$ cat config.mk
export PLATFORM = sky130hd
export DESIGN_NAME = jsd_scan_data_regs
export DESIGN_NICKNAME = d
export VERILOG_FILES = /design/src/verilog/jsd_pkg.sv /design/src/verilog/jsd_scan_reg.sv /design/src/verilog/jsd_scan_data_regs.sv
export SDC_FILE = /design/constraint.sdc
export NUM_CORES = 1
export LEC_CHECK = 0
export BUFFER_PORTS_ARGS = -buffer_cell sky130_fd_sc_hd__buf_2
export CAP_MARGIN = 0
export CORE_ASPECT_RATIO = 0.75
export CORE_MARGIN = 2
export CORE_UTILIZATION = 30
export DETAILED_ROUTE_END_ITERATION = 7
export SYNTH_ARGS = -nofsm -noshare
export SYNTH_HDL_FRONTEND = slang
export SYNTH_SLANG_ARGS = --single-unit
export TNS_END_PERCENT = 5
$ cat constraint.sdc
create_clock -name clk_i -period 5.1 [get_ports clk_i]
set_input_delay 0.51 -clock clk_i [delete_from_list [all_inputs] [get_ports clk_i]]
set_output_delay 0.51 -clock clk_i [all_outputs]
set_load 0.005 [all_outputs]
$ cat src/verilog/jsd_pkg.sv
`default_nettype none
package jsd_pkg;
   // Register widths
   localparam int IR_W = 8;
   localparam int ID_W = 32;
   localparam int BSR_W = 113;
   localparam int NUM_BIDIR = 20;

   // Instruction codes
   localparam logic [IR_W-1:0] OP_EXTEST = 8'h00;
   localparam logic [IR_W-1:0] OP_SAMPLE = 8'h01;
   localparam logic [IR_W-1:0] OP_IDCODE = 8'h02;
   localparam logic [IR_W-1:0] OP_BYPASS = 8'hFF;
   localparam logic [IR_W-1:0] IR_CAPTURE = 8'h01;

   // Identification word layout
   localparam int ID_REV_LSB = 28;
   localparam int ID_PART_LSB = 12;
   localparam int ID_VEND_LSB = 1;
   localparam logic ID_FIX = 1'b1;

   // Reset values
   localparam logic TDO_RST = 1'b1;
   localparam logic [BSR_W-1:0] BSR_RST = '0;

   // Control cell of each bidirectional pin; its data cell follows it
   localparam int unsigned CTRL_CELL [NUM_BIDIR] = '{
      6, 9, 17, 19, 26, 29, 35, 37, 43, 45,
      66, 68, 74, 77, 83, 86, 93, 95, 103, 106};

   typedef enum logic [3:0] {
      TAP_TLR    = 4'hF,
      TAP_RTI    = 4'hC,
      TAP_SEL_DR = 4'h7,
      TAP_CAP_DR = 4'h6,
      TAP_SH_DR  = 4'h2,
      TAP_EX1_DR = 4'h1,
      TAP_PAU_DR = 4'h3,
      TAP_EX2_DR = 4'h0,
      TAP_UPD_DR = 4'h5,
      TAP_SEL_IR = 4'h4,
      TAP_CAP_IR = 4'hE,
      TAP_SH_IR  = 4'hA,
      TAP_EX1_IR = 4'h9,
      TAP_PAU_IR = 4'hB,
      TAP_EX2_IR = 4'h8,
      TAP_UPD_IR = 4'hD
   } jsd_tap_e;

   // One-cycle action strobes, plus the reset-state level
   typedef struct packed {
      logic tlr;
      logic cap_ir;
      logic sh_ir;
      logic upd_ir;
      logic cap_dr;
      logic sh_dr;
      logic upd_dr;
   } jsd_ctl_s;
endpackage : jsd_pkg
`default_nettype wire

$ cat src/verilog/jsd_scan_reg.sv
`timescale 1ns/10ps
`default_nettype none
module jsd_scan_reg
   import jsd_pkg::*;
#(
   parameter int W = 8,
   parameter logic [W-1:0] RST = '0
) (
   // Clock and reset
   input wire logic clk_i,
   input wire logic rst_n_i,
   // Controls
   input wire logic clr_i,
   input wire logic cap_i,
   input wire logic sh_i,
   input wire logic upd_i,
   input wire logic [W-1:0] cap_val_i,
   input wire logic si_i,
   // Results
   output logic so_o,
   output logic [W-1:0] sh_o,
   output logic [W-1:0] par_o
);
   logic [W-1:0] sh_q, sh_d, par_q, par_d;

   always_comb begin
      sh_d = sh_q;
      par_d = par_q;
      if (clr_i) begin
         sh_d = RST;
         par_d = RST;
      end else begin
         if (cap_i) begin
            sh_d = cap_val_i;
         end else if (sh_i) begin
            sh_d = {si_i, sh_q[W-1:1]};
         end
         if (upd_i) begin
            par_d = sh_q;
         end
      end
   end

   always_ff @(posedge clk_i or negedge rst_n_i) begin
      if (!rst_n_i) begin
         sh_q <= RST;
         par_q <= RST;
      end else begin
         sh_q <= sh_d;
         par_q <= par_d;
      end
   end

   assign so_o = sh_q[0];
   assign sh_o = sh_q;
   assign par_o = par_q;
endmodule : jsd_scan_reg
`default_nettype wire

$ cat src/verilog/jsd_scan_data_regs.sv
`timescale 1ns/10ps
`default_nettype none
module jsd_scan_data_regs
   import jsd_pkg::*;
#(
   // Arbitrary identity values
   parameter logic [3:0] ID_REV = 4'h1,
   parameter logic [15:0] ID_PART = 16'h0ABC,
   parameter logic [10:0] ID_VENDOR = 11'h155
) (
   // Clock and reset
   input wire logic clk_i,
   input wire logic rst_n_i,
   // Test access pins
   input wire logic tck_i,
   input wire logic tms_i,
   input wire logic tdi_i,
   input wire logic trst_n_i,
   output logic tdo_o,
   output logic tdo_oe_n_o,
   // Pin ring
   input wire logic [BSR_W-1:0] pin_ring_i,
   output logic [BSR_W-1:0] bsr_drive_o,
   output logic extest_o,
   output logic [NUM_BIDIR-1:0] bidir_oe_n_o
);
   localparam logic [ID_W-1:0] ID_WORD = {ID_REV, ID_PART, ID_VENDOR, ID_FIX};

   // Two-stage synchronisers; TCK is only a sampled signal here
   logic [3:0] pin_m_q, pin_s_q;
   logic [BSR_W-1:0] ring_m_q, ring_s_q;
   logic tck_prev_q;
   logic tck_s, tms_s, tdi_s, tap_rst, tck_rise, tck_fall;

   always_ff @(posedge clk_i or negedge rst_n_i) begin
      if (!rst_n_i) begin
         pin_m_q <= 4'h0;
         pin_s_q <= 4'h0;
         ring_m_q <= '0;
         ring_s_q <= '0;
         tck_prev_q <= 1'b0;
      end else begin
         pin_m_q <= {trst_n_i, tdi_i, tms_i, tck_i};
         pin_s_q <= pin_m_q;
         ring_m_q <= pin_ring_i;
         ring_s_q <= ring_m_q;
         tck_prev_q <= pin_s_q[0];
      end
   end

   assign tck_s = pin_s_q[0];
   assign tms_s = pin_s_q[1];
   assign tdi_s = pin_s_q[2];
   assign tap_rst = ~pin_s_q[3];
   assign tck_rise = tck_s & ~tck_prev_q;
   assign tck_fall = ~tck_s & tck_prev_q;

   // Test state machine
   jsd_tap_e state_q, state_d;

   always_comb begin
      state_d = state_q;
      if (tap_rst) begin
         state_d = TAP_TLR;
      end else if (tck_rise) begin
         unique case (state_q)
            TAP_TLR: state_d = tms_s ? TAP_TLR : TAP_RTI;
            TAP_RTI: state_d = tms_s ? TAP_SEL_DR : TAP_RTI;
            TAP_SEL_DR: state_d = tms_s ? TAP_SEL_IR : TAP_CAP_DR;
            TAP_CAP_DR: state_d = tms_s ? TAP_EX1_DR : TAP_SH_DR;
            TAP_SH_DR: state_d = tms_s ? TAP_EX1_DR : TAP_SH_DR;
            TAP_EX1_DR: state_d = tms_s ? TAP_UPD_DR : TAP_PAU_DR;
            TAP_PAU_DR: state_d = tms_s ? TAP_EX2_DR : TAP_PAU_DR;
            TAP_EX2_DR: state_d = tms_s ? TAP_UPD_DR : TAP_SH_DR;
            TAP_UPD_DR: state_d = tms_s ? TAP_SEL_DR : TAP_RTI;
            TAP_SEL_IR: state_d = tms_s ? TAP_TLR : TAP_CAP_IR;
            TAP_CAP_IR: state_d = tms_s ? TAP_EX1_IR : TAP_SH_IR;
            TAP_SH_IR: state_d = tms_s ? TAP_EX1_IR : TAP_SH_IR;
            TAP_EX1_IR: state_d = tms_s ? TAP_UPD_IR : TAP_PAU_IR;
            TAP_PAU_IR: state_d = tms_s ? TAP_EX2_IR : TAP_PAU_IR;
            TAP_EX2_IR: state_d = tms_s ? TAP_UPD_IR : TAP_SH_IR;
            TAP_UPD_IR: state_d = tms_s ? TAP_SEL_DR : TAP_RTI;
         endcase
      end
   end

   always_ff @(posedge clk_i or negedge rst_n_i) begin
      if (!rst_n_i) begin
         state_q <= TAP_TLR;
      end else begin
         state_q <= state_d;
      end
   end

   // Capture and shift on the rising edge, update on the falling edge
   jsd_ctl_s ctl;
   always_comb begin
      ctl.tlr = (state_q == TAP_TLR);
      ctl.cap_ir = tck_rise & (state_q == TAP_CAP_IR);
      ctl.sh_ir = tck_rise & (state_q == TAP_SH_IR);
      ctl.upd_ir = tck_fall & (state_q == TAP_UPD_IR);
      ctl.cap_dr = tck_rise & (state_q == TAP_CAP_DR);
      ctl.sh_dr = tck_rise & (state_q == TAP_SH_DR);
      ctl.upd_dr = tck_fall & (state_q == TAP_UPD_DR);
   end

   // Instruction register, preset while in test-logic-reset
   logic ir_so;
   logic [IR_W-1:0] ir_sh, ir_par;
   jsd_scan_reg #(.W(IR_W), .RST(OP_IDCODE)) u_ir (
      .clk_i(clk_i),
      .rst_n_i(rst_n_i),
      .clr_i(ctl.tlr),
      .cap_i(ctl.cap_ir),
      .sh_i(ctl.sh_ir),
      .upd_i(ctl.upd_ir),
      .cap_val_i(IR_CAPTURE),
      .si_i(tdi_s),
      .so_o(ir_so),
      .sh_o(ir_sh),
      .par_o(ir_par)
   );

   // Unknown codes fall back to bypass so the chain stays one bit long
   logic sel_id, sel_bsr, sel_byp, sel_ext;
   assign sel_id = (ir_par == OP_IDCODE);
   assign sel_ext = (ir_par == OP_EXTEST);
   assign sel_bsr = sel_ext | (ir_par == OP_SAMPLE);
   assign sel_byp = ~sel_id & ~sel_bsr;

   // Boundary register over the whole pin ring
   logic bsr_so;
   logic [BSR_W-1:0] bsr_sh, bsr_par;
   jsd_scan_reg #(.W(BSR_W), .RST(BSR_RST)) u_bsr (
      .clk_i(clk_i),
      .rst_n_i(rst_n_i),
      .clr_i(ctl.tlr),
      .cap_i(ctl.cap_dr & sel_bsr),
      .sh_i(ctl.sh_dr & sel_bsr),
      .upd_i(ctl.upd_dr & sel_bsr),
      .cap_val_i(ring_s_q),
      .si_i(tdi_s),
      .so_o(bsr_so),
      .sh_o(bsr_sh),
      .par_o(bsr_par)
   );

   // Bypass and identification registers
   logic byp_q, byp_d;
   logic [ID_W-1:0] id_q, id_d;

   always_comb begin
      byp_d = byp_q;
      id_d = id_q;
      if (ctl.cap_dr & sel_byp) begin
         byp_d = 1'b0;
      end else if (ctl.sh_dr & sel_byp) begin
         byp_d = tdi_s;
      end
      if (ctl.cap_dr & sel_id) begin
         id_d = ID_WORD;
      end else if (ctl.sh_dr & sel_id) begin
         id_d = {tdi_s, id_q[ID_W-1:1]};
      end
   end

   always_ff @(posedge clk_i or negedge rst_n_i) begin
      if (!rst_n_i) begin
         byp_q <= 1'b0;
         id_q <= ID_WORD;
      end else begin
         byp_q <= byp_d;
         id_q <= id_d;
      end
   end

   // Output stage; TDO is only driven in the shift states
   logic tdo_q, tdo_d, tdo_oe_n_q, tdo_oe_n_d;
   logic extest_q, extest_d;
   logic [BSR_W-1:0] drive_q;
   logic [NUM_BIDIR-1:0] oe_n_q, oe_n_d;

   always_comb begin
      tdo_d = tdo_q;
      tdo_oe_n_d = tdo_oe_n_q;
      if (tck_fall) begin
         tdo_oe_n_d = 1'b1;
         if (state_q == TAP_SH_IR) begin
            tdo_d = ir_so;
            tdo_oe_n_d = 1'b0;
         end else if (state_q == TAP_SH_DR) begin
            tdo_d = sel_id ? id_q[0] : (sel_bsr ? bsr_so : byp_q);
            tdo_oe_n_d = 1'b0;
         end
      end
   end

   // Pin enables follow the update stage only under external test
   always_comb begin
      extest_d = sel_ext;
      for (int i = 0; i < NUM_BIDIR; i++) begin
         oe_n_d[i] = ~(sel_ext & bsr_par[CTRL_CELL[i]]);
      end
   end

   always_ff @(posedge clk_i or negedge rst_n_i) begin
      if (!rst_n_i) begin
         tdo_q <= TDO_RST;
         tdo_oe_n_q <= 1'b1;
         extest_q <= 1'b0;
         drive_q <= BSR_RST;
         oe_n_q <= '1;
      end else begin
         tdo_q <= tdo_d;
         tdo_oe_n_q <= tdo_oe_n_d;
         extest_q <= extest_d;
         drive_q <= bsr_par;
         oe_n_q <= oe_n_d;
      end
   end

   assign tdo_o = tdo_q;
   assign tdo_oe_n_o = tdo_oe_n_q;
   assign extest_o = extest_q;
   assign bsr_drive_o = drive_q;
   assign bidir_oe_n_o = oe_n_q;
endmodule : jsd_scan_data_regs
`default_nettype wire

==> reports/metrics.cfg, run 1 <==
[run_status]
outcome=finished clean

[detailed_routing]
drc=0
routed-via-count=12900
dr.pass1.iters=5
drt-total-wl_um=48700
postRouteAntennaNets=0
drt-initial-drc-count=839
routedWlPerCell_um=16.0
via_per_inst=4.24

[power]
internal-power_uw=8690
ir_drop_uv=195
leakagePower_uw=0.0142
p_comb_share_pct=3.8
p_sw_share_pct=22.2
pwr-share-seq_pct=47.6
p_clk_share_pct=48.5
p_sw_uw=2480
power_density_mw_per_mm2=391

[setup_path]
r2r_start=state_q[0]
critPathBufInv=1
path_cells=nand2b_1 -> or3_1 -> or3_4 -> buf_12 -> mux2i_1
start_kind=flop
worstPathRequired_ns=5.61
rrSetupSlack_ns=1.95
end_kind=flop
timing_worst_setup_path_type=reg -> reg
arrival_ns=3.66
r2r_end=u_bsr.sh_o[29]
cpPeakStageDelay_ns=0.80
cp_max_fo=73
r2r_cells=5
critPathSlowestCell=or3_4
critPathTopFamily=simple AND/OR/NAND/NOR gates

[sta]
rsz0062_at_grt=no
fin_crit_ns=3.15
setup_ws_ns=1.95
finalHoldViolations=0
slew_violations=0
slew_headroom_pct=31.4
holdWs_ns=0.0437
period_share_pct=61.7
setup_viol=0
skew_ns=0.0164
tns_ns=0
fmax_ghz=0.318
worst_pin_slew_ns=1.03

[grt]
grtUsageMet3_pct=2.71
grt_util_met2_pct=19.6
overflow=0
met1_usage_pct=18.1
grt_pass1_wl_um=79300
grt.total_usage_pct=12.9
grt_pass1_vias=14100
grt_max_degree=132
busiest_layer=met2
antenna_found_initial=4

[cts]
postCtsSetupBuffers=0
clk-insertion-delay-late_ns=0.60
numCtsBuffers=70
htreeDepth=3
cts_tree=yes
clkTransAtPathRegs_ns=0.06
cts_num_sinks=650
cts_root_buffer=clkbuf_16
cts_buffer_depth=3

[logic_synthesis]
yosys_warnings=0
avgSynthCellArea_um2=13.8
synth_seq_area_share_pct=72.1
yosys_register_bits=650
syn_inst=1635
synth_area_mm2=0.0226
syn_nets=1754
synth_cell_types=38

[worst_hold_path]
hold_path.class=in -> reg
worstHoldStart=tdi_i
whs_endpoint=pin_m_q[2]
whs_path_depth=1

[placed_design]
routabilityCongestion=0.749
dp.cells=2804
hpwlAfterDp_um=29900
dp_slack_ns=1.95
port_buffers=254

[die]
dieArea_mm2=0.0776
core_area_mm2=0.0749
rows=87
design.portCount=255
die_y_um=242
die_width_um=321
initial_core_util_pct=30.2

[cells_and_area]
final_core_util_pct=38.1
drive_gt1_share_pct=21.7
area_delta_synth_final_pct=26.2
num_antenna_cells=0
layout.nets=2121
fin_cells=3039

[flow_run]
max-cap-violations=0

cell type report:
class	count	area [µm²]
clock buffers	99	2040
clock inverters	31	475
fillers	7056	46400
inverters	130	488
multi-input cells	771	5420
flip-flops and latches	650	16300
well taps	979	1220
repair buffers	379	2570
cells by family (layout without fill, tap and decap cells):
kind of cell,after synthesis,count (layout),share of synthesized area [%]
DFF,650,650,72.1
muxes,356,356,15.8
and+or+nand+nor,338,338,6.30
buffers and inverters,214,639,4.01
AOI/OAI and AO/OA,77,77,1.80
worst max-delay path by stage:
stage               cells after the start  slack, ns                to  startpoint
floorplan                               7       3.06  u_bsr.par_o[100]  state_q[0]
global placement                        5       2.03    u_bsr.sh_o[15]  state_q[0]
detailed placement                      5       1.95   u_bsr.par_o[76]  state_q[2]
finish                                  5       1.95    u_bsr.sh_o[29]  state_q[0]
CTS                                     5       1.92    u_bsr.sh_o[33]  state_q[0]
global route                            5       1.73    u_bsr.sh_o[25]  state_q[0]
synth_stat cells:
master	count	area share, %
dfrtp_1	608	67
a21o_1	1	0.033
nand4b_1	2	0.077
nor2_1	19	0.32
a21oi_1	18	0.40
buf_6	8	0.40
inv_1	130	2.2
clkbuf_1	56	0.93
nor3b_1	1	0.033
buf_4	8	0.27
nand2b_4	1	0.061
nor4_1	1	0.028
and3b_1	1	0.039
mux2i_1	356	16
or2_1	1	0.028
buf_1	1	0.017
nor2_2	1	0.028
o21ai_0	42	0.93
a32oi_1	1	0.039
o31ai_1	1	0.033
nor2b_1	1	0.028
nand2_1	267	4.4
a211oi_1	1	0.033
or3b_2	5	0.19
nor3_2	1	0.044
or3_1	3	0.083
nand2b_1	22	0.61
and2_1	1	0.028
o21ai_1	10	0.22
o211ai_1	1	0.033
nand4_1	1	0.028
buf_2	11	0.24
dfstp_2	42	4.9
o311a_1	1	0.044
nor3_1	4	0.089
nand3b_2	1	0.050
o21bai_1	1	0.033
nand3_1	5	0.11
power by group through the flow:
stage	sequential, µW	combinational (µW)	clock, µW
2_1_floorplan	5380	159	0
3_3_place_gp	5410	366	0
3_5_place_dp	5410	376	0
4_1_cts	5320	440	5580
5_1_grt	5330	484	5810
6_report	5320	429	5420
layer usage:
metal  up-vias  part of all wire (%)  wire length, µm
met2       248                    46            22200
li1       6030                     -                -
met5         -                 0.027               13
met1      6514                    47            23100
met3        94                   4.0             1950
met4         2                   2.9             1430
flip-flops by register name, indices dropped and copies added, names as in the netlist:
signal / count
tck_prev_q: 1
pin_s_q: 4
id_q: 32
bsr_drive_o: 113
u_bsr.par_o: 113
tdo_oe_n_o: 1
u_ir.par_o: 8
bidir_oe_n_o: 20
byp_q: 1
ring_m_q: 113
u_ir.sh_o: 8
ring_s_q: 113
u_bsr.sh_o: 113
pin_m_q: 4
tdo_o: 1
extest_o: 1
state_q: 4
stage by stage:
stage	power, µW	instance area, µm²
finish	11200	28500
global route	11600	28500
CTS	11300	28500
detailed placement	5790	25000
global placement	5780	25000
floorplan	5540	22600
timing repair:
item,4_1_cts,5_1_grt
setup endpoints to repair,0,0
hold buffers,103,2
gates resized for setup,0,0
endpoints found under the hold margin,103,2
cell usage in the layout, fill, tap and decap left out, types with 2 or more instances in the layout:
master	n
a21oi_1	18
buf_12	7
buf_2	253
buf_4	13
bufinv_16	9
clkbuf_1	11
clkbuf_16	70
clkbuf_8	18
clkinv_2	7
clkinv_4	4
clkinv_8	5
dfrtp_1	608
dfstp_2	42
dlygate4sd3_1	105
inv_1	130
inv_6	4
mux2i_1	356
nand2_1	267
nand2b_1	21
nand2b_4	2
nand3_1	5
nand4b_1	2
nor2_1	19
nor3_1	3
o21ai_0	42
o21ai_1	10
or3_1	2
or3b_2	5
Note: power is estimated with default switching activity, not from simulation.
==> inputs of run 2 (changes only) <==
- ABC_AREA: unset -> 1
- clock period: 5.1 -> 2.9 ns (I/O delays scaled with it)
==> run 2 against run 1 <==
Net effect:
- register-to-register slack worse by 1.4 ns
- die area down 2.2%
- first-iteration DRC count grew 38%
- critical endpoint is now u_bsr.sh_o[60]
- largest cell class unchanged
==> reports/metrics.cfg, run 2 <==
[detailed_routing]
postRouteAntennaNets=0  ; unchanged
drc=0  ; unchanged
drt-total-wl_um=53400  ; +9.6%
dr.pass1.iters=5  ; unchanged
routedWlPerCell_um=16.4  ; +2.6%
drt-initial-drc-count=1159  ; +38%
routed-via-count=14600  ; +13%
via_per_inst=4.49  ; +5.9%

[grt]
antenna_found_initial=4  ; unchanged
grt_max_degree=94  ; -29%
grt_pass1_vias=15200  ; +7.9%
grt.total_usage_pct=14.3  ; +1.4 points
grt_pass1_wl_um=85300  ; +7.6%
overflow=0  ; unchanged

[sta]
period_share_pct=81.4  ; +20 points
rsz0062_at_grt=no
fin_crit_ns=2.36  ; -0.788 ns
skew_ns=0.0296  ; +0.0131 ns
setup_ws_ns=0.540  ; -1.41 ns
slew_headroom_pct=37.6  ; +6.2 points
finalHoldViolations=0  ; unchanged
setup_viol=0  ; unchanged
holdWs_ns=0.279  ; +0.235 ns
slew_violations=0  ; unchanged
fmax_ghz=0.424  ; +33%
worst_pin_slew_ns=0.931  ; -0.0989 ns
tns_ns=0  ; unchanged

[placed_design]
dp_slack_ns=0.619  ; -1.33 ns
port_buffers=254  ; unchanged
dp.cells=3004  ; +7.1%
routabilityCongestion=0.786  ; +4.9%
hpwlAfterDp_um=33300  ; +11%

[logic_synthesis]
netlist_top_cells_area=dfrtp_1, nand3_1, dfstp_2
async_reset_ff_share_pct=100  ; unchanged
synth_flop_cell=dfrtp_1
synth_cell_types=29  ; -24%
syn_nets=1972  ; +12%
synth_area_mm2=0.0221  ; -2.3%
avgSynthCellArea_um2=11.9  ; -14%
yosys_warnings=0  ; unchanged
yosysMostFrequentCell=dfrtp_1
syn_inst=1853  ; +13%
synth_seq_area_share_pct=73.8  ; +1.7 points
synth-edff-count=0  ; unchanged
yosysTopAreaCellShare_pct=68.8  ; +1.6 points
synth_common_cells=dfrtp_1, nand3_1, nand2_1
yosys_register_bits=650  ; unchanged
yosysTopAreaCell=dfrtp_1

[cts]
htreeDepth=3  ; unchanged
postCtsSetupBuffers=0  ; unchanged
post_cts_resized=0  ; unchanged
cts_root_buffer=clkbuf_16
cts_hold_buffers=118  ; +15%
cts_buffer_depth=3  ; unchanged
clk-insertion-delay-late_ns=0.60  ; about the same
clkTransAtPathRegs_ns=0.06  ; about the same
numCtsBuffers=68  ; -2.9%
cts_tree=yes
cts_num_sinks=650  ; unchanged

[setup_path]
critPathTopFamily=buffers and inverters
arrival_ns=2.80  ; -0.86 ns
cpPeakStageDelay_ns=0.60  ; -0.20 ns
cp_max_fo=93  ; +27%
critPathSlowestCell=dfstp_2
timing_worst_setup_path_type=reg -> reg
end_kind=flop
worstPathRequired_ns=3.34  ; -2.27 ns
path_cells=nand2_1 -> nor2_2 -> inv_4 -> o21ai_4 -> buf_12 -> o21ai_0
critPathBufInv=2  ; +1
start_kind=flop

[die]
die_y_um=239  ; -1.1%
die_width_um=317  ; -1.1%
core_area_mm2=0.0732  ; -2.3%
rows=86  ; -1.1%
design.portCount=255  ; unchanged
dieArea_mm2=0.0759  ; -2.2%
initial_core_util_pct=30.2  ; about the same

[cells_and_area]
final_common_cell=dfrtp_1
layout_common_cells=dfrtp_1, nand3_1, buf_2, nand2_1, inv_1
multi_input_area_mm2=0.00461  ; -15%
layout.nets=2343  ; +10%
fill_cells=6949  ; -1.5%
fin_cells=3245  ; +6.8%
seqCellArea_mm2=0.0163  ; unchanged
area_delta_synth_final_pct=26.8
drive_gt1_share_pct=20.1  ; -1.6 points

[power]
power_density_mw_per_mm2=681  ; +74%
ir_drop_uv=409  ; +110%
p_sw_share_pct=22.1  ; -0.065 points
p_comb_share_pct=4.6  ; +0.8 points
power_uw=19100  ; +71%
p_clk_share_pct=46.4  ; -2.1 points
p_sw_uw=4230  ; +70%
pwr-share-seq_pct=49.0  ; +1.4 points
internal-power_uw=14900  ; +71%
leakagePower_uw=0.0135  ; -5.3%

[flow_run]
max-cap-violations=0  ; unchanged

[worst_hold_path]
hold_path.class=in -> async

[run_status]
outcome=finished clean

## run 2: per-stage QoR
stage | util [%] | cell area, µm²
detailed placement | 33.6 | 24600
global placement | 33.6 | 24600
finish | 38.3 | 28000
CTS | 38.3 | 28000
floorplan | - | 22100
global route | 38.3 | 28000
## run 2: path summary, 6_finish.rpt
path	start	end	slack, ns	cells after the start
worst max-delay path	state_q[1]	u_bsr.sh_o[60]	0.54	6
worst min-delay path	rst_n_i	id_q[8]	0.28	2
worst max register to register	state_q[1]	u_bsr.sh_o[60]	0.54	6
worst min register to register	ring_m_q[109]	ring_s_q[109]	0.34	0
max in group asynchronous	rst_n_i	u_bsr.sh_o[60]	1.66	3
min in group clk_i	pin_ring_i[33]	ring_m_q[33]	0.33	2
## run 2: kinds of logic after synthesis
kind of cell	after synthesis	share of synthesized area (%)
buffers and inverters	296	5.47
AO/OA/AOI/OAI	288	6.64
flip-flops	650	73.8
AND/OR/NAND/NOR	619	14.1
## run 2: final cells by class
class                      instances  share of cell area, %
clock buffer                      99                   7.07
tap                              968                   4.32
clock inverter                    23                   1.04
sequential                       650                   58.2
timing repair buffer             411                   10.4
antenna                            1                0.00893
multi-input combinational        907                   16.5
inverter                         186                   2.50
## run 2: power groups by stage
stage / logic, µW / registers, µW / clock network (µW)
final: 886 / 9350 / 8850
after global placement: 753 / 9510 / 0
after floorplan: 342 / 9480 / 0
after global routing: 995 / 9360 / 9500
after detailed placement: 774 / 9520 / 0
after CTS: 905 / 9350 / 9100
## run 2: worst reg2reg max path, cell delays in order (launching register included)
cell and delay [ns]:
dfstp_2 0.60, nand2_1 0.12, nor2_2 0.37, inv_4 0.30, o21ai_4 0.16, buf_12 0.35
o21ai_0 0.30
## run 2: routing by layer
metal,up-vias,global-route usage (%),wire [µm]
met5,-,0,0
met4,0,4.86,1300
met3,90,2.85,2560
met2,391,22.5,24700
met1,7304,19.8,24800
li1,6785,-,-
==> inputs of run 3 (changes only) <==
- clock period: 2.9 -> 2.09 ns (I/O delays scaled with it)
==> run 3 against run 2 <==
Net effect:
- power is 41% higher
- wire length rose by 3.1%
- sequential cell count unchanged
- worst hold slack worse by 0.088 ns
- combinational power rose by 56%
- global-route usage is essentially flat
- setup slack lost 0.41 ns
- die area is the same
- register-to-register slack lost 0.41 ns
- final cell count is 0.80% higher
- first-iteration DRC count shrank 14%
- critical path type unchanged
- utilization increased by 0.77 points
==> reports/metrics.cfg, run 3 (synthesis results as in run 2) <==
[sta]
worst_pin_slew_ns=0.717  ; -0.214 ns
slew_violations=0  ; unchanged
finalHoldViolations=0  ; unchanged
setup_viol=0  ; unchanged
period_share_pct=94.0  ; +13 points
fin_crit_ns=1.97  ; -0.395 ns
rsz0062_at_grt=no
fmax_ghz=0.509  ; +20%
tns_ns=0  ; unchanged
slew_headroom_pct=52.2  ; +15 points
skew_ns=0.0284  ; -0.00118 ns

[detailed_routing]
dr.pass1.iters=5  ; unchanged
routed-via-count=14800  ; +1.3%
drt-initial-drc-count=997  ; -14%
via_per_inst=4.51  ; +0.51%
routedWlPerCell_um=16.8  ; +2.3%
postRouteAntennaNets=0  ; unchanged
drc=0  ; unchanged
drt-total-wl_um=55000  ; +3.1%

[grt]
grt_pass1_vias=15100  ; -0.49%
grt.total_usage_pct=14.3  ; about the same
grt_pass1_wl_um=85600  ; +0.38%
antenna_found_initial=3  ; -1
grt_max_degree=153  ; +63%
overflow=0  ; unchanged

[setup_path]
path_cells=nand2_1 -> nor2_2 -> inv_6 -> buf_16 -> nand3_1 -> o21ai_0
r2r_end=u_bsr.par_o[33]
rrSetupSlack_ns=0.12  ; -0.41 ns
start_kind=flop
critPathBufInv=2  ; unchanged
cpPeakStageDelay_ns=0.60  ; about the same
arrival_ns=2.41  ; -0.39 ns
timing_worst_setup_path_type=reg -> reg
r2r_start=state_q[0]
r2r_cells=6  ; unchanged
cp_max_fo=103  ; +11%
worstPathRequired_ns=2.54  ; -0.80 ns
end_kind=flop
critPathTopFamily=flip-flops
critPathSlowestCell=dfstp_2

[placed_design]
hpwlAfterDp_um=34000  ; +1.9%
routabilityCongestion=0.798  ; +1.5%
dp.cells=3019  ; +0.50%
port_buffers=254  ; unchanged

[cells_and_area]
layout.nets=2368  ; +1.1%
final_common_cell=dfrtp_1
layout_common_cells=dfrtp_1, nand3_1, buf_2, nand2_1, inv_1
area_delta_synth_final_pct=29.3
fin_cells=3271  ; +0.80%
final_core_util_pct=39.1  ; +0.77 points
drive_gt1_share_pct=21.5  ; +1.4 points
num_antenna_cells=0  ; -1
fill_cells=6928  ; -0.30%

[power]
power_density_mw_per_mm2=944  ; +39%
leakagePower_uw=0.0137  ; +2.0%
ir_drop_uv=467  ; +14%
power_uw=27000  ; +41%

[die]
die_y_um=239  ; unchanged
core_area_mm2=0.0732  ; unchanged
design.portCount=255  ; unchanged
die_width_um=317  ; unchanged
rows=86  ; unchanged
dieArea_mm2=0.0759  ; unchanged
initial_core_util_pct=30.2  ; unchanged

[cts]
cts_buffer_depth=3  ; unchanged
cts_num_sinks=650  ; unchanged
clk-insertion-delay-late_ns=0.62  ; +0.02 ns
cts_tree=yes
htreeDepth=3  ; unchanged
clkTransAtPathRegs_ns=0.06  ; about the same
numCtsBuffers=67  ; -1.5%
cts_root_buffer=clkbuf_16

[flow_run]
max-cap-violations=0  ; unchanged

[worst_hold_path]
hold_path.class=in -> async

[run_status]
outcome=finished clean

-- run 3: changes by cell type in the layout (fill, tap and decap cells not counted), moves of 2 or more --
cell	previous run	this run
buf_16	0	3
buf_4	27	34
clkbuf_8	10	15
buf_6	0	2
clkbuf_16	71	73
clkinv_8	0	2
clkbuf_1	18	9
clkinv_4	1	4
buf_12	12	22
bufinv_16	6	8
-- run 3: through the flow --
stage | instance area (µm²) | setup slack (ns) | hold slack, ns
2_1_floorplan | 22100 | 0.427 | -0.0866
3_3_place_gp | 24800 | 0.177 | 0.261
3_5_place_dp | 24800 | 0.0935 | 0.263
4_1_cts | 28400 | 0.0651 | 0.158
5_1_grt | 28600 | 0.00485 | 0.197
6_report | 28600 | 0.125 | 0.191
-- run 3: worst max-delay path by stage --
stage / slack [ns] / endpoint / from / cells after the start
floorplan: 0.43 / u_bsr.sh_o[60] / state_q[2] / 9
global placement: 0.18 / u_bsr.sh_o[102] / state_q[1] / 8
detailed placement: 0.09 / u_bsr.sh_o[102] / state_q[1] / 8
CTS: 0.07 / u_bsr.sh_o[102] / state_q[1] / 8
global route: 0.005 / u_bsr.par_o[36] / state_q[0] / 6
finish: 0.12 / u_bsr.par_o[33] / state_q[0] / 6
-- run 3: power by group --
part           internal (µW)  switching, µW
Clock                   7630           5000
Combinational            498            886
Sequential             12900            102
-- run 3: timing repair --
| action | CTS | global route |
|---|---|---|
| endpoints found under the setup margin | 0 | 51 |
| hold buffers | 118 | 0 |
| gates resized for setup | 0 | 8 |
| endpoints found under the hold margin | 153 | 0 |
| setup buffers | 0 | 7 |
-- run 3: layout make-up --
| class | count | area [µm²] | area share, % |
|---|---|---|---|
| Clock inverter | 30 | 409 | 1.43 |
| Inverter | 186 | 703 | 2.46 |
| Multi-Input combinational cell | 907 | 4620 | 16.2 |
| Tap cell | 968 | 1210 | 4.24 |
| Clock buffer | 93 | 1970 | 6.88 |
| Sequential cell | 650 | 16300 | 57.1 |
| Timing Repair Buffer | 437 | 3360 | 11.8 |
-- run 3: routing by layer --
metal | up-vias | routed length [µm] | GRT usage (%)
met1 | 7350 | 25500 | 20.0
met2 | 460 | 25200 | 21.9
met4 | 0 | 1640 | 5.60
met5 | - | 0 | 0
met3 | 99 | 2690 | 2.76
li1 | 6853 | - | -
